`config.mk`:
```
export PLATFORM = sky130hd
export DESIGN_NAME = cpfr_core_regs
export DESIGN_NICKNAME = d
export VERILOG_FILES = /design/src/cpfr_core_regs.v
export VERILOG_INCLUDE_DIRS = /design/src
export SDC_FILE = /design/constraint.sdc
export NUM_CORES = 1
export LEC_CHECK = 0
export BUFFER_PORTS_ARGS = -buffer_cell sky130_fd_sc_hd__buf_2
export CAP_MARGIN = 20
export CORE_UTILIZATION = 45
export CTS_CLUSTER_DIAMETER = 60
export DETAILED_ROUTE_END_ITERATION = 8
export GPL_TIMING_DRIVEN = 0
export PLACE_DENSITY = 0.71
export SYNTH_ARGS = -nofsm -noshare
export SYNTH_HDL_FRONTEND = slang
export SYNTH_SLANG_ARGS = --single-unit
export TNS_END_PERCENT = 1
```
`constraint.sdc`:
```
create_clock -name i_clk_sys -period 5 [get_ports i_clk_sys]
set_clock_uncertainty 0.15 [all_clocks]
set_input_delay 0.75 -clock i_clk_sys [delete_from_list [all_inputs] [get_ports i_clk_sys]]
set_output_delay 0.75 -clock i_clk_sys [all_outputs]
set_load 0.01 [all_outputs]
```
`src/cpfr_defines.vh`:
```
// Constants for the core pointer and flag register block.
// Assumes an 8-bit data path and two data-memory sectors.
`ifndef CPFR_DEFINES_VH
`define CPFR_DEFINES_VH

// Register offsets inside sector 0
`define CPFR_OFS_IND0     8'h00
`define CPFR_OFS_PTR0     8'h01
`define CPFR_OFS_IND1     8'h02
`define CPFR_OFS_PTR1L    8'h03
`define CPFR_OFS_PTR1H    8'h04
`define CPFR_OFS_ACC      8'h05
`define CPFR_OFS_PCLOW    8'h06
`define CPFR_OFS_TBLOW    8'h07
`define CPFR_OFS_TBRES    8'h08
`define CPFR_OFS_TBHIGH   8'h09
`define CPFR_OFS_FLAGS    8'h0a
`define CPFR_OFS_IND2     8'h0c
`define CPFR_OFS_PTR2L    8'h0d
`define CPFR_OFS_PTR2H    8'h0e

// Flag register bit positions
`define CPFR_F_C          0
`define CPFR_F_AC         1
`define CPFR_F_Z          2
`define CPFR_F_OV         3
`define CPFR_F_SLEEP      4
`define CPFR_F_WDTO       5
`define CPFR_F_CZ         6
`define CPFR_F_SC         7

// Reset values and widths
`define CPFR_RST_BYTE     8'h00
`define CPFR_RST_FLAGS    8'h00
`define CPFR_PC_W         12
`define CPFR_PROG_W       16
`define CPFR_DADDR_W      9

// ALU operation codes
`define CPFR_OP_NONE      3'h0
`define CPFR_OP_ADD       3'h1
`define CPFR_OP_ADC       3'h2
`define CPFR_OP_SUB       3'h3
`define CPFR_OP_SBC       3'h4
`define CPFR_OP_LOGIC     3'h5
`define CPFR_OP_RLC       3'h6
`define CPFR_OP_RRC       3'h7

`endif

```
`src/cpfr_core_regs.v`:
```
// Core special registers: memory pointers and indirect ports, accumulator,
// program counter low byte, table pointers and the arithmetic/system flags.
// Assumes the instruction decoder drives the strobes below for one cycle
// each, and that general data memory answers combinationally.
//
// Behaviour
// - Indirect port access goes to pointed location
// - Single-byte pointer reaches sector 0 only
// - Wide pointer high byte selects the sector
// - Extended direct access reaches every sector
// - Pointers are ordinary readable writable registers
// - Program counter low write jumps within page
// - Such a jump inserts one dummy cycle
// - Table read: high byte to result register
// - ALU results land in the accumulator
// - Flag writes leave watchdog and sleep flags
// - Watchdog flag: timeout sets, clear/sleep clears
// - Sleep flag: sleep sets, watchdog clear clears
// - Carry from add, no-borrow in subtract, rotates
// - Nibble carry from low nibble in add and subtract only
// - Zero flag marks a zero result
// - Overflow when carry in/out of MSB differ
// - Sign-xor is overflow xor result MSB
// - Chained zero: copy, AND, or hold
// - Flags never pushed automatically to stack
// - Indirect ports read zero, ignore writes through a pointer
`include "cpfr_defines.vh"
`timescale 1ns/1ps
`default_nettype none

module cpfr_core_regs (
	// Clock and reset
	input  wire                        i_clk_sys,
	input  wire                        i_rst,
	// Register port
	input  wire [`CPFR_DADDR_W-1:0]    i_reg_addr,
	input  wire                        i_reg_ext,
	input  wire [7:0]                  i_reg_wdata,
	input  wire                        i_reg_wr,
	input  wire                        i_reg_rd,
	output wire [7:0]                  o_reg_rdata,
	// General data memory
	output wire [`CPFR_DADDR_W-1:0]    o_mem_addr,
	output wire [7:0]                  o_mem_wdata,
	output wire                        o_mem_wr,
	input  wire [7:0]                  i_mem_rdata,
	// ALU operation
	input  wire [2:0]                  i_alu_op,
	input  wire [7:0]                  i_alu_operand,
	output wire [7:0]                  o_acc,
	output wire [7:0]                  o_flags,
	// Program counter
	input  wire                        i_pc_step,
	input  wire                        i_pc_load,
	input  wire [`CPFR_PC_W-1:0]       i_pc_target,
	output wire [`CPFR_PC_W-1:0]       o_pc,
	output wire                        o_dummy_cycle,
	// Table read
	input  wire                        i_tbl_rd,
	output wire [`CPFR_PC_W-1:0]       o_tbl_addr,
	input  wire [`CPFR_PROG_W-1:0]     i_tbl_word,
	output wire [7:0]                  o_tbl_low,
	output wire                        o_tbl_low_valid,
	// System events
	input  wire                        i_wdt_timeout,
	input  wire                        i_watchdog_clear_instruction,
	input  wire                        i_halt
);

	// Stored registers
	reg [7:0]             ptr0_q;
	reg [7:0]             ptr1l_q;
	reg [7:0]             ptr1h_q;
	reg [7:0]             ptr2l_q;
	reg [7:0]             ptr2h_q;
	reg [7:0]             acc_q;
	reg [7:0]             tblow_q;
	reg [7:0]             tbhigh_q;
	reg [7:0]             tbres_q;
	reg [7:0]             flags_q;
	reg [`CPFR_PC_W-1:0]  pc_q;
	reg                   dummy_q;
	reg [7:0]             rdata_q;
	reg [7:0]             tbl_low_q;
	reg                   tbl_low_valid_q;

	// Address resolution
	reg [`CPFR_DADDR_W-1:0] dir_addr;
	reg [`CPFR_DADDR_W-1:0] eff_addr;
	reg                     eff_is_ind;
	reg                     eff_local;
	reg [7:0]               local_rdata;
	wire [7:0]              eff_ofs;

	// Plain instructions see sector 0 only; extended ones carry the sector
	always @* begin
		dir_addr = i_reg_ext ? i_reg_addr
			: {1'b0, i_reg_addr[7:0]};
	end

	// An indirect port is replaced by its pointer; the single-byte pointer
	// is pinned to sector 0 while the wide pointers take their high byte
	always @* begin
		eff_addr = dir_addr;
		if (!dir_addr[8]) begin
			case (dir_addr[7:0])
				`CPFR_OFS_IND0: eff_addr = {1'b0, ptr0_q};
				`CPFR_OFS_IND1: eff_addr = {ptr1h_q[0], ptr1l_q};
				`CPFR_OFS_IND2: eff_addr = {ptr2h_q[0], ptr2l_q};
				default:        eff_addr = dir_addr;
			endcase
		end
	end

	assign eff_ofs = eff_addr[7:0];

	// A pointer that lands on an indirect port again reaches nothing
	always @* begin
		eff_is_ind = !eff_addr[8] && (eff_ofs == `CPFR_OFS_IND0 ||
			eff_ofs == `CPFR_OFS_IND1 || eff_ofs == `CPFR_OFS_IND2);
	end

	// Local decode and read mux
	always @* begin
		eff_local   = !eff_addr[8];
		local_rdata = `CPFR_RST_BYTE;
		case (eff_ofs)
			`CPFR_OFS_IND0,
			`CPFR_OFS_IND1,
			`CPFR_OFS_IND2:   local_rdata = `CPFR_RST_BYTE;
			`CPFR_OFS_PTR0:   local_rdata = ptr0_q;
			`CPFR_OFS_PTR1L:  local_rdata = ptr1l_q;
			`CPFR_OFS_PTR1H:  local_rdata = ptr1h_q;
			`CPFR_OFS_PTR2L:  local_rdata = ptr2l_q;
			`CPFR_OFS_PTR2H:  local_rdata = ptr2h_q;
			`CPFR_OFS_ACC:    local_rdata = acc_q;
			`CPFR_OFS_PCLOW:  local_rdata = pc_q[7:0];
			`CPFR_OFS_TBLOW:  local_rdata = tblow_q;
			`CPFR_OFS_TBRES:  local_rdata = tbres_q;
			`CPFR_OFS_TBHIGH: local_rdata = tbhigh_q;
			`CPFR_OFS_FLAGS:  local_rdata = flags_q;
			default:          eff_local   = 1'b0;
		endcase
	end

	// Write decode, one strobe per register
	wire wr_loc;
	wire wr_ptr0;
	wire wr_ptr1l;
	wire wr_ptr1h;
	wire wr_ptr2l;
	wire wr_ptr2h;
	wire wr_acc;
	wire wr_pcl;
	wire wr_tblow;
	wire wr_tbhigh;
	wire wr_tbres;
	wire wr_flags;

	// A write that resolves onto an indirect port is dropped: the port has
	// no storage, and chaining one pointer through another would hide its target
	assign wr_loc    = i_reg_wr && eff_local && !eff_is_ind;
	assign wr_ptr0   = wr_loc && eff_ofs == `CPFR_OFS_PTR0;
	assign wr_ptr1l  = wr_loc && eff_ofs == `CPFR_OFS_PTR1L;
	assign wr_ptr1h  = wr_loc && eff_ofs == `CPFR_OFS_PTR1H;
	assign wr_ptr2l  = wr_loc && eff_ofs == `CPFR_OFS_PTR2L;
	assign wr_ptr2h  = wr_loc && eff_ofs == `CPFR_OFS_PTR2H;
	assign wr_acc    = wr_loc && eff_ofs == `CPFR_OFS_ACC;
	assign wr_pcl    = wr_loc && eff_ofs == `CPFR_OFS_PCLOW;
	assign wr_tblow  = wr_loc && eff_ofs == `CPFR_OFS_TBLOW;
	assign wr_tbhigh = wr_loc && eff_ofs == `CPFR_OFS_TBHIGH;
	assign wr_tbres  = wr_loc && eff_ofs == `CPFR_OFS_TBRES;
	assign wr_flags  = wr_loc && eff_ofs == `CPFR_OFS_FLAGS;

	// Everything not held here goes to general data memory
	assign o_mem_addr  = eff_addr;
	assign o_mem_wdata = i_reg_wdata;
	assign o_mem_wr    = i_reg_wr && !eff_local;

	// Pointer storage, written like any other register
	always @(posedge i_clk_sys) begin
		if (i_rst) begin
			ptr0_q  <= `CPFR_RST_BYTE;
			ptr1l_q <= `CPFR_RST_BYTE;
			ptr1h_q <= `CPFR_RST_BYTE;
			ptr2l_q <= `CPFR_RST_BYTE;
			ptr2h_q <= `CPFR_RST_BYTE;
		end else begin
			if (wr_ptr0)
				ptr0_q <= i_reg_wdata;
			if (wr_ptr1l)
				ptr1l_q <= i_reg_wdata;
			if (wr_ptr1h)
				ptr1h_q <= i_reg_wdata;
			if (wr_ptr2l)
				ptr2l_q <= i_reg_wdata;
			if (wr_ptr2h)
				ptr2h_q <= i_reg_wdata;
		end
	end

	// ALU datapath: operand A is always the accumulator
	// One shared adder serves add and subtract, so in subtraction the carry
	// reads as no-borrow rather than borrow
	reg  [8:0] sum;
	reg  [4:0] nib;
	reg  [7:0] res;
	reg        cin;
	reg        bsub;
	reg  [7:0] opb;
	wire       c7;
	wire       is_arith;
	wire       is_sub;

	assign is_sub   = i_alu_op == `CPFR_OP_SUB || i_alu_op == `CPFR_OP_SBC;
	assign is_arith = is_sub || i_alu_op == `CPFR_OP_ADD || i_alu_op == `CPFR_OP_ADC;

	// Subtract is add of the inverted operand; carry out means no borrow
	always @* begin
		bsub = is_sub;
		opb  = bsub ? ~i_alu_operand : i_alu_operand;
		case (i_alu_op)
			`CPFR_OP_ADC,
			`CPFR_OP_SBC: cin = flags_q[`CPFR_F_C];
			`CPFR_OP_SUB: cin = 1'b1;
			default:      cin = 1'b0;
		endcase
		sum = {1'b0, acc_q} + {1'b0, opb} + {8'h00, cin};
		nib = {1'b0, acc_q[3:0]} + {1'b0, opb[3:0]} + {4'h0, cin};
		case (i_alu_op)
			`CPFR_OP_LOGIC: res = i_alu_operand;
			`CPFR_OP_RLC:   res = {acc_q[6:0], flags_q[`CPFR_F_C]};
			`CPFR_OP_RRC:   res = {flags_q[`CPFR_F_C], acc_q[7:1]};
			default:        res = sum[7:0];
		endcase
	end

	// Carry into bit 7 recovered from the sum bit
	assign c7 = sum[7] ^ acc_q[7] ^ opb[7];

	// Accumulator: every ALU result lands here; register to register
	// moves have no other path, so they always pass through it
	always @(posedge i_clk_sys) begin
		if (i_rst) begin
			acc_q <= `CPFR_RST_BYTE;
		end else if (i_alu_op != `CPFR_OP_NONE) begin
			acc_q <= res;
		end else if (wr_acc) begin
			acc_q <= i_reg_wdata;
		end
	end

	// Flag register. Nothing here feeds a stack: calls and interrupts
	// leave it alone, so software must save it if it matters
	reg [7:0] flags_d;
	reg       ov_n;
	reg       z_n;

	always @* begin
		flags_d = flags_q;
		ov_n    = c7 ^ sum[8];
		z_n     = res == 8'h00;
		if (wr_flags) begin
			flags_d[`CPFR_F_C]  = i_reg_wdata[`CPFR_F_C];
			flags_d[`CPFR_F_AC] = i_reg_wdata[`CPFR_F_AC];
			flags_d[`CPFR_F_Z]  = i_reg_wdata[`CPFR_F_Z];
			flags_d[`CPFR_F_OV] = i_reg_wdata[`CPFR_F_OV];
			flags_d[`CPFR_F_CZ] = i_reg_wdata[`CPFR_F_CZ];
			flags_d[`CPFR_F_SC] = i_reg_wdata[`CPFR_F_SC];
		end
		// An instruction result overrides a same-cycle software write
		if (is_arith) begin
			flags_d[`CPFR_F_C]  = sum[8];
			flags_d[`CPFR_F_AC] = nib[4];
			flags_d[`CPFR_F_Z]  = z_n;
			flags_d[`CPFR_F_OV] = ov_n;
			flags_d[`CPFR_F_SC] = ov_n ^ res[7];
		end
		if (i_alu_op == `CPFR_OP_SUB)
			flags_d[`CPFR_F_CZ] = z_n;
		else if (i_alu_op == `CPFR_OP_SBC)
			flags_d[`CPFR_F_CZ] = flags_q[`CPFR_F_CZ] & z_n;
		if (i_alu_op == `CPFR_OP_LOGIC)
			flags_d[`CPFR_F_Z] = z_n;
		if (i_alu_op == `CPFR_OP_RLC)
			flags_d[`CPFR_F_C] = acc_q[7];
		else if (i_alu_op == `CPFR_OP_RRC)
			flags_d[`CPFR_F_C] = acc_q[0];
		// Hardware sets win over clears arriving in the same cycle
		if (i_halt || i_watchdog_clear_instruction)
			flags_d[`CPFR_F_WDTO] = 1'b0;
		if (i_wdt_timeout)
			flags_d[`CPFR_F_WDTO] = 1'b1;
		if (i_watchdog_clear_instruction)
			flags_d[`CPFR_F_SLEEP] = 1'b0;
		if (i_halt)
			flags_d[`CPFR_F_SLEEP] = 1'b1;
	end

	// Flags leave reset clear so that the first test of any flag is defined
	always @(posedge i_clk_sys) begin
		if (i_rst)
			flags_q <= `CPFR_RST_FLAGS;
		else
			flags_q <= flags_d;
	end

	// Program counter: a low-byte write keeps the page bits and
	// costs one dummy cycle before the target executes
	// A jump to another page has to use the decoder's full load path
	always @(posedge i_clk_sys) begin
		if (i_rst) begin
			pc_q    <= {`CPFR_PC_W{1'b0}};
			dummy_q <= 1'b0;
		end else begin
			dummy_q <= wr_pcl;
			if (wr_pcl)
				pc_q <= {pc_q[`CPFR_PC_W-1:8], i_reg_wdata};
			else if (i_pc_load)
				pc_q <= i_pc_target;
			else if (i_pc_step && !dummy_q)
				pc_q <= pc_q + {{(`CPFR_PC_W-1){1'b0}}, 1'b1};
		end
	end

	// Table pointers and result; the low byte leaves through a port so
	// the decoder can store it wherever the instruction names
	// Only the low bits of the high pointer fit the program counter width
	assign o_tbl_addr = {tbhigh_q[`CPFR_PC_W-9:0], tblow_q};

	always @(posedge i_clk_sys) begin
		if (i_rst) begin
			tblow_q         <= `CPFR_RST_BYTE;
			tbhigh_q        <= `CPFR_RST_BYTE;
			tbres_q         <= `CPFR_RST_BYTE;
			tbl_low_q       <= `CPFR_RST_BYTE;
			tbl_low_valid_q <= 1'b0;
		end else begin
			tbl_low_valid_q <= i_tbl_rd;
			if (wr_tblow)
				tblow_q <= i_reg_wdata;
			if (wr_tbhigh)
				tbhigh_q <= i_reg_wdata;
			if (i_tbl_rd) begin
				tbres_q   <= i_tbl_word[15:8];
				tbl_low_q <= i_tbl_word[7:0];
			end else if (wr_tbres) begin
				tbres_q <= i_reg_wdata;
			end
		end
	end

	// Read data stands the cycle after the strobe
	// Local registers win over memory; memory data must already be settled
	// for the resolved address at the edge that samples the strobe
	always @(posedge i_clk_sys) begin
		if (i_rst)
			rdata_q <= `CPFR_RST_BYTE;
		else if (i_reg_rd)
			rdata_q <= eff_local ? local_rdata : i_mem_rdata;
	end

	// Outputs
	assign o_reg_rdata     = rdata_q;
	assign o_acc           = acc_q;
	assign o_flags         = flags_q;
	assign o_pc            = pc_q;
	assign o_dummy_cycle   = dummy_q;
	assign o_tbl_low       = tbl_low_q;
	assign o_tbl_low_valid = tbl_low_valid_q;

endmodule

`default_nettype wire

```
==> run_results.csv, run 1 <==
group,metric,value,unit
place,globalplace.congestion,1.01,
synth,yosysTopAreaCell,"dfxtp_1",
synth,synthAdderAreaFrac,2.10,%
power,total_power,2.18,mW
detailed_routing,num_vias,6783,
synth,postSynthCellCount,787,
power,p_sw_share,31.8,%
place,numPortBuffers,145,
power,seq_power_share,44.8,%
place,dp.cells,1116,
synth,synth-simple-area-share,21.2,%
cts,clock_path_buffers,2,
setup_path,worst_r2r_endpoint,"ptr1l_q[1]",
detailed_routing,dr_wl_met2,10100,um
power,internal_power,1.49,mW
synth,compound_gate_portion_of_the_synthesized_area,17.7,%
detailed_routing,drt_first_iter_violations,572,
timing,grt_setup_unrepaired,"true",
setup_path,cp.required,5120,ps
synth,synth_area_per_cell,8.48,um2
setup_path,crit_arrival,4910,ps
synth,synth_top_cells_by_count,"nor2_1 (119), dfxtp_1 (110), mux2i_1 (109), nand2_1 (66), clkbuf_1 (39)",
timing,max-slew-margin-rel,40.6,%
timing,final-hold-violation-count,0,
floorplanning,die_height,124,um
detailed_routing,avgViaCountPerCell,6.00,
final_layout,diodes,0,
cts,cts_made_buffers,9,
synth,syn-num-nets,872,
grt,grt_overflow_total,0,
final_layout,layout.core_utilization,54.6,%
synth,yosysMostFrequentCell,"nor2_1",
final_layout,nNetsFinal,1027,
setup_path,worst-r2r-cell-count,11,
hold_path,hold_path_class,"reg -> reg",
cts,holdBufCountCts,0,
place,placement.setup.worst_slack,-540,ps
final_layout,drive_above_1_share,21.9,%
synth,synthDistinctLibCells,74,
final_layout,layout-area-overhead-vs-synth,18.5,%
setup_path,worstSetupPathType,"in -> reg",
cts,clock_sinks,110,
power,power_frac_clock,31.6,%
synth,ys_seq_elements,110,
detailed_routing,drt_pre_antenna_iters,5,
timing,final_max_slew_viol_count,0,
synth,number_of_warning_messages_in_the_yosys_log,0,
timing,max_freq,209,MHz
place,detailedPlacementHpwl,17200,um
floorplanning,io-pin-count,151,
synth,post_synth_main_area_contributors,"dfxtp_1 (33%), mux2i_1 (16%), nor2_1 (6.7%)",
setup_path,timing.critical_path.fanout_max,10,
outcome,outcome,"complete, no violations",
grt,grt_pass1_wl,34900,um
cts,clock_insertion_delay_at_the_later_pin_of_the_skew_report,360,ps
grt,pin_count_of_the_biggest_net_entering_global_routing,18,
setup_path,cp-start-kind,"primary input",
detailed_routing,route.layer.met1.wl,10400,um
grt,antenna_violations_before_repair,0,
cts,clock_tree.root_cell,"clkbuf_16",
timing,setup_viol,0,
floorplanning,dieArea,15300,um2
synth,post_synth_xor_area_fraction,3.23,%
setup_path,r2r_slack,1070,ps
synth,synth_largest_type_area_fraction,33.0,%
power,combinational_group_share_of_total_power,23.6,%
power,net-switching-power,692,uW
setup_path,setup.worst_path.end,"o_flags[6]",
detailed_routing,route.antenna.remaining_nets,0,
detailed_routing,remaining_design_rule_violation_count,0,
timing,worst_pin_slew,866,ps
setup_path,startpoint,"i_alu_op[2]",
detailed_routing,top_signal_layer_used,"met4",
synth,synthesis.area,6670,um2
setup_path,cp-end-kind,"register",
synth,synth_enable_flop_cells,0,
flow_run,max_cap_viol,0,
power,power_per_cell_area,275,nW/um2
cts,cts_tree,"done",
synth,main_combinational_cell_family_by_area_after_synthesis,"simple AND/OR/NAND/NOR gates",
detailed_routing,totalWireLength,23000,um
cts,worst_setup_hold_path_clk_slew,70,ps
timing,post-route-period-util,95.7,%
timing,final_critical_path_setup_slack,215,ps
floorplanning,num_rows,44,
cts,post-cts-setup-buffer-count,0,
detailed_routing,routed_wire_length_per_instance,20.4,um
cts,cts_max_level,3,
grt,groute.usage.overall,30.8,%
grt,first_global_vias,6197,
floorplanning,core-area,14500,um2
setup_path,r2r-start,"ptr0_q[0]",
floorplanning,die_width,124,um
synth,fraction_of_synthesized_area_in_multiplexers,17.4,%
power,power_leakage,3.77,nW
cts,post_cts_resize_count,1,
timing,final.min_clock_period,4790,ps
power,peakVddDrop,0.000154,V
synth,ys_seq_area_share,33.0,%
synth,synthFlopType,"dfxtp_1",
detailed_routing,met3_wirelength,1760,um
floorplanning,initial_core_util,46.1,%
synth,asyncSetResetFlopFracSynth,0,%
final_layout,final_cells,1130,
power by group through the flow:
stage	sequential, mW	combinational [mW]	clock [mW]
after global placement	0.993	0.499	0
after CTS	0.973	0.507	0.693
after detailed placement	0.993	0.504	0
after global routing	0.978	0.563	0.730
final	0.975	0.513	0.689
after floorplan	0.984	0.324	0
worst min-delay path by stage:
stage,start,end,slack (ps),depth (start not counted)
6_report,ptr2h_q[3],ptr2h_q[3],350,2
5_1_grt,ptr2h_q[2],ptr2h_q[2],380,2
4_1_cts,ptr2h_q[3],ptr2h_q[3],350,2
3_5_place_dp,ptr2h_q[3],ptr2h_q[3],330,2
3_3_place_gp,o_tbl_low[5],o_tbl_low[5],320,2
2_1_floorplan,ptr1h_q[5],ptr1h_q[5],310,2
sequential cells by signal, summed over array words and instances (netlist names):
register and cells:
ptr2l_q 8, tbhigh_q 8, o_flags 8, tblow_q 8, ptr1l_q 8, o_dummy_cycle 1, ptr0_q 8, o_reg_rdata 8
o_tbl_low 8, o_tbl_low_valid 1, o_acc 8, ptr2h_q 8, ptr1h_q 8, tbres_q 8, o_pc 12
cells by family after synthesis:
family / after synthesis
AO/OA/AOI/OAI: 166
XOR/XNOR: 23
adder cells (fa/ha/maj): 10
buffers and inverters: 79
flip-flops: 110
multiplexers: 114
AND/OR/NAND/NOR: 285
per-layer routing:
metal  GRT usage [%]  up-vias
met2            47.1      375
met5               0        -
met3            4.85       50
met1            42.6     3189
met4            13.4        0
li1                -     3169
metrics by stage:
step,TNS [ps],instance area [um2],hold WS [ps]
2_1_floorplan,0,6670,310
3_3_place_gp,-720,7630,320
3_5_place_dp,-849,7630,334
4_1_cts,0,7900,351
5_1_grt,-25.9,7910,381
6_report,0,7910,354
cell usage in the layout, fill, tap and decap left out, types with 13 or more instances in the layout:
cell / n
nand2_1: 66
xnor2_1: 13
a21oi_1: 15
nor3_1: 16
o21ai_0: 32
dfxtp_1: 110
inv_1: 13
nand4_1: 13
a22oi_1: 17
buf_2: 150
a211oi_1: 23
nand3_1: 13
nor2_1: 119
clkbuf_1: 39
mux2i_1: 109
final cells by class:
class / count / area (um2)
buffer: 62 / 295
clock buffer: 11 / 243
clock inverter: 4 / 31.3
fill: 1429 / 6570
inverter: 16 / 60.1
multi-input combinational: 598 / 4120
sequential: 110 / 2200
tap: 184 / 230
timing repair buffer: 145 / 726
critical path: stages:
cell	delay (ps)
clkbuf_1	300
and3b_1	240
a21oi_1	230
clkbuf_4	310
xor2_1	110
fa_1	450
fa_1	410
nand2b_1	160
a21boi_0	240
o21ai_0	160
a21boi_0	260
o21ai_0	110
a32o_1	290
or4b_2	660
a211oi_1	210
Power figures use the tool's default switching activity.
==> inputs of run 2 (changes only) <==
==> constraint.sdc (replaced) <==
create_clock -name i_clk_sys -period 5 [get_ports i_clk_sys]
set_clock_uncertainty 0.15 [all_clocks]
set_input_delay 0.25 -clock i_clk_sys [delete_from_list [all_inputs] [get_ports i_clk_sys]]
set_output_delay 0.25 -clock i_clk_sys [all_outputs]
set_load 0.01 [all_outputs]
==> run_results.csv, run 2 (synthesis results as in run 1) <==
group,metric,value,unit
outcome,outcome,"complete, no violations",
grt,groute.usage.overall,31.0,%
setup_path,worst_r2r_endpoint,"tbhigh_q[6]",
final_layout,stdcell_area,8000,um2
hold_path,hold_path_class,"in -> reg",
setup_path,worst-r2r-cell-count,8,
floorplanning,die_height,124,um
place,globalplace.congestion,1.01,
setup_path,worst_path_max_delay_cell,"or4b_2",
power,power_per_cell_area,273,nW/um2
timing,fin_tns_setup,0,ps
final_layout,final_cells,1141,
place,numPortBuffers,145,
grt,first_global_vias,6264,
cts,worst_setup_hold_path_clk_slew,70,ps
setup_path,cp-start-kind,"primary input",
final_layout,diodes,0,
detailed_routing,route.antenna.remaining_nets,0,
detailed_routing,num_vias,6806,
timing,post-route-period-util,90.1,%
setup_path,critical_path.n_buffers_inverters,3,
timing,max-slew-margin-rel,39.1,%
floorplanning,dieArea,15300,um2
power,total_power,2.19,mW
setup_path,cpPeakStageDelay,660,ps
detailed_routing,drt_pre_antenna_iters,5,
grt,antenna_violations_before_repair,0,
setup_path,worstSetupPathType,"in -> reg",
final_layout,layout-area-overhead-vs-synth,20.0,%
floorplanning,io-pin-count,151,
final_layout,largest_reg_flops,12,
timing,final-hold-violation-count,0,
setup_path,cp-end-kind,"register",
power,peakVddDrop,0.000155,V
floorplanning,die_width,124,um
setup_path,r2r_slack,1060,ps
cts,cts_max_level,3,
final_layout,nNetsFinal,1038,
setup_path,crit_arrival,4630,ps
final_layout,final_cell_mix,"buf_2 (150), nor2_1 (119), dfxtp_1 (110), mux2i_1 (109), nand2_1 (66)",
setup_path,cpLargestDelayFamily,"compound AO/OA/AOI/OAI gates",
setup_path,r2r-start,"ptr2l_q[1]",
place,placement.setup.worst_slack,-40.5,ps
power,power_leakage,3.81,nW
timing,grt_setup_unrepaired,"false",
place,dp.cells,1116,
detailed_routing,routed_wire_length_per_instance,20.4,um
timing,setup_viol,0,
setup_path,timing.critical_path.fanout_max,10,
cts,post-cts-setup-buffer-count,0,
detailed_routing,remaining_design_rule_violation_count,0,
cts,cts_made_buffers,9,
place,total_cell_area_at_the_placement_stage,7630,um2
grt,grt_pass1_wl,35200,um
timing,timing.hold.ws,1.79,ps
timing,final_max_slew_viol_count,0,
hold_path,min-delay-start,"i_tbl_word[11]",
setup_path,worstPathCellList,"buf_2 > clkbuf_1 > nor2_1 > a21oi_1 > clkbuf_2 > xor2_1 > fa_1 > fa_1 > nand2b_1 > a21boi_0 > o21ai_0 > a21boi_0 > o21ai_0 > a32o_1 > or4b_2 > a211oi_1",
timing,final.min_clock_period,4500,ps
cts,clock_insertion_delay_at_the_later_pin_of_the_skew_report,360,ps
timing,final_critical_path_setup_slack,497,ps
cts,clock_tree.root_cell,"clkbuf_16",
final_layout,layout.core_utilization,55.3,%
grt,grt_overflow_total,0,
timing,worst_pin_slew,889,ps
floorplanning,num_rows,44,
timing,max_freq,222,MHz
grt,pin_count_of_the_biggest_net_entering_global_routing,18,
cts,clock_sinks,110,
place,detailedPlacementHpwl,17200,um
floorplanning,initial_core_util,46.1,%
floorplanning,core-area,14500,um2
setup_path,cp.required,5130,ps
detailed_routing,totalWireLength,23200,um
detailed_routing,drt_first_iter_violations,540,
hold_path,hold_end,"tbres_q[3]",
cts,clock_path_buffers,2,
final_layout,drive_above_1_share,21.5,%
cts,cts_tree,"done",
final_layout,mostFrequentLayoutCell,"buf_2",
flow_run,max_cap_viol,0,
detailed_routing,avgViaCountPerCell,5.96,
hold_path,min_delay_path_depth,3,
## run 2: cell types whose count changed in the layout (fill, tap and decap cells not counted), sizes merged
cell	before	now
dlygate4sd3	0	10
clkbuf	50	51
## run 2: report_power, final
group	leakage, nW	internal (mW)	switching [mW]	total [mW]
Sequential	0.898	0.915	0.0606	0.975
Clock	0.136	0.353	0.338	0.692
Combinational	2.78	0.222	0.299	0.521
Total	3.81	1.49	0.698	2.19
## run 2: repair_timing
action	in CTS	in global routing
gates resized for setup	0	1
endpoints found under the setup margin	0	1
endpoints found under the hold margin	10	0
hold buffers	10	0
## run 2: worst max-delay path by stage
stage	endpoint	slack, ps	startpoint	cells past startpoint
CTS	o_flags[6]	310	i_alu_op[0]	16
detailed placement	o_flags[6]	-40	i_alu_op[0]	16
global placement	o_flags[6]	20	i_alu_op[0]	16
floorplan	o_flags[6]	720	i_alu_op[0]	15
finish	o_flags[6]	500	i_alu_op[0]	16
global route	o_flags[6]	230	i_alu_op[0]	16
## run 2: area by class of cell
type	count	area [um2]
Fill cell	1407	6470
Sequential cell	110	2200
Buffer	63	297
Clock inverter	4	31.3
Clock buffer	11	243
Timing Repair Buffer	155	826
Multi-Input combinational cell	598	4120
Tap cell	184	230
Inverter	16	60.1
## run 2: routing by layer
layer  wire length (um)  vias up  track usage (%)
li1                   -     3189                -
met1              10700     3234             42.7
met2              10200      332             47.8
met3               1570       51             4.85
met4                761        0             13.4
met5                  0        -                0
## run 2: worst reg2reg max path, delay by kind of cell, from the launching register on
| kind | cells | cell delay (ps) |
|---|---|---|
| AND/OR/NAND/NOR | 4 | 1330 |
| multiplexers | 2 | 950 |
| flip-flops | 1 | 330 |
| AO/OA/AOI/OAI | 2 | 1050 |
==> inputs of run 3 (changes only) <==
--- a/config.mk
+++ b/config.mk
@@ -13,6 +13,7 @@
 export DETAILED_ROUTE_END_ITERATION = 8
 export GPL_TIMING_DRIVEN = 0
 export PLACE_DENSITY = 0.71
+export RECOVER_POWER = 25
 export SYNTH_ARGS = -nofsm -noshare
 export SYNTH_HDL_FRONTEND = slang
 export SYNTH_SLANG_ARGS = --single-unit
==> run_results.csv, run 3 (synthesis results as in run 1) <==
group,metric,value,unit
setup_path,cp.required,5120,ps
place,numPortBuffers,145,
cts,clock_sinks,110,
setup_path,cp-start-kind,"primary input",
final_layout,final_cell_mix,"nor2_1 (119), dfxtp_1 (110), mux2i_1 (109), buf_2 (104), clkbuf_1 (86)",
grt,antenna_violations_before_repair,0,
setup_path,cpLargestDelayFamily,"compound AO/OA/AOI/OAI gates",
timing,final-hold-violation-count,0,
cts,cts_made_buffers,9,
timing,final.min_clock_period,4510,ps
cts,clock_insertion_delay_at_the_later_pin_of_the_skew_report,360,ps
power,seq_power_share,44.8,%
final_layout,nNetsFinal,1038,
detailed_routing,drt_first_iter_violations,573,
cts,cts_tree,"done",
final_layout,mostFrequentLayoutCell,"nor2_1",
place,globalplace.congestion,1.01,
cts,post-cts-setup-buffer-count,0,
place,detailedPlacementHpwl,17200,um
floorplanning,core-area,14500,um2
detailed_routing,remaining_design_rule_violation_count,0,
detailed_routing,totalWireLength,23200,um
setup_path,cpPeakStageDelay,660,ps
grt,groute.usage.overall,31.0,%
outcome,outcome,"complete, no violations",
setup_path,worstPathCellList,"buf_2 > clkbuf_1 > nor2_1 > a21oi_1 > clkbuf_2 > xor2_1 > fa_1 > fa_1 > nand2b_1 > a21boi_0 > o21ai_0 > a21boi_0 > o21ai_0 > a32o_1 > or4b_2 > a211oi_1",
detailed_routing,route.antenna.remaining_nets,0,
detailed_routing,drt_pre_antenna_iters,5,
timing,post-route-period-util,90.1,%
detailed_routing,avgViaCountPerCell,5.99,
timing,max-slew-margin-rel,41.3,%
floorplanning,die_height,124,um
power,power_leakage,3.64,nW
grt,grt_overflow_total,0,
flow_run,max_cap_viol,0,
setup_path,worstSetupPathType,"in -> reg",
setup_path,critical_path.n_buffers_inverters,3,
hold_path,hold_path_class,"in -> reg",
floorplanning,io-pin-count,151,
final_layout,largest_reg_flops,12,
timing,max_freq,222,MHz
final_layout,diodes,0,
final_layout,drive_above_1_share,16.7,%
final_layout,layout.core_utilization,54.9,%
power,power_per_cell_area,274,nW/um2
place,placement.setup.worst_slack,-40.5,ps
power,net-switching-power,695,uW
floorplanning,initial_core_util,46.1,%
setup_path,crit_arrival,4630,ps
timing,final_max_slew_viol_count,0,
power,combinational_group_share_of_total_power,23.6,%
power,power_frac_clock,31.6,%
floorplanning,dieArea,15300,um2
place,total_cell_area_at_the_placement_stage,7630,um2
cts,worst_setup_hold_path_clk_slew,70,ps
detailed_routing,num_vias,6829,
setup_path,cp-end-kind,"register",
final_layout,layout-area-overhead-vs-synth,19.1,%
power,p_sw_share,31.9,%
floorplanning,num_rows,44,
detailed_routing,routed_wire_length_per_instance,20.3,um
setup_path,worst_path_max_delay_cell,"or4b_2",
power,peakVddDrop,0.000155,V
setup_path,timing.critical_path.fanout_max,10,
timing,grt_setup_unrepaired,"false",
power,internal_power,1.48,mW
cts,clock_path_buffers,2,
power,total_power,2.18,mW
timing,setup_viol,0,
timing,final_critical_path_setup_slack,493,ps
timing,worst_pin_slew,856,ps
grt,grt_pass1_wl,35200,um
cts,clock_tree.root_cell,"clkbuf_16",
grt,pin_count_of_the_biggest_net_entering_global_routing,18,
cts,cts_max_level,3,
final_layout,stdcell_area,7950,um2
grt,first_global_vias,6264,
floorplanning,die_width,124,um
final_layout,fillCellCount,1434,
==> run 3: final cells by class <==
class	instances	area [um2]	share of cell area, %
buffer	63	297	3.73
sequential	110	2200	27.7
inverter	16	60.1	0.756
tap	184	230	2.90
multi-input combinational	598	4120	51.8
clock buffer	11	243	3.05
timing repair buffer	155	768	9.67
clock inverter	4	31.3	0.394
==> run 3: repair_timing <==
item | in CTS | in global routing
hold buffers | 10 | 0
endpoints found under the setup margin | 0 | 1
gates resized for setup | 0 | 1
hold endpoints to repair | 10 | 0
==> run 3: worst reg2reg max path, stage by stage, from the launching register on <==
cell	delay [ps]
dfxtp_1	330
and4b_1	230
a211o_1	280
mux2i_2	550
nor2_1	270
o31ai_2	780
nand4_1	770
mux2i_1	400
nor2_1	60
==> run 3: power groups by stage <==
stage	clock network, mW	logic, mW	registers (mW)
after global routing	0.730	0.564	0.978
after floorplan	0	0.324	0.984
after detailed placement	0	0.504	0.993
after global placement	0	0.499	0.993
final	0.688	0.515	0.976
after CTS	0.693	0.513	0.973
==> run 3: layer usage <==
layer | GRT usage (%) | part of all wire, % | vias to the layer above
met5 | 0 | 0 | -
met2 | 47.8 | 44 | 352
met4 | 13.4 | 3.1 | 0
met3 | 4.85 | 7.1 | 47
li1 | - | - | 3189
met1 | 42.7 | 46 | 3241
==> run 3: worst paths after layout <==
path	startpoint	end	slack, ps	depth (start not counted)
worst min register to register	ptr2h_q[3]	ptr2h_q[3]	350	2
worst max-delay path	i_alu_op[0]	o_flags[6]	490	16
worst max register to register	ptr2l_q[1]	tbhigh_q[6]	1050	8
worst min-delay path	i_tbl_word[11]	tbres_q[3]	2	3
==> run 3: per-stage QoR <==
stage,TNS [ps],instances,hold WS [ps]
CTS,0,1141,0.603
global route,0,1141,15.4
floorplan,0,787,217
finish,0,1141,2.39
global placement,0,1116,310
detailed placement,-40.5,1116,317
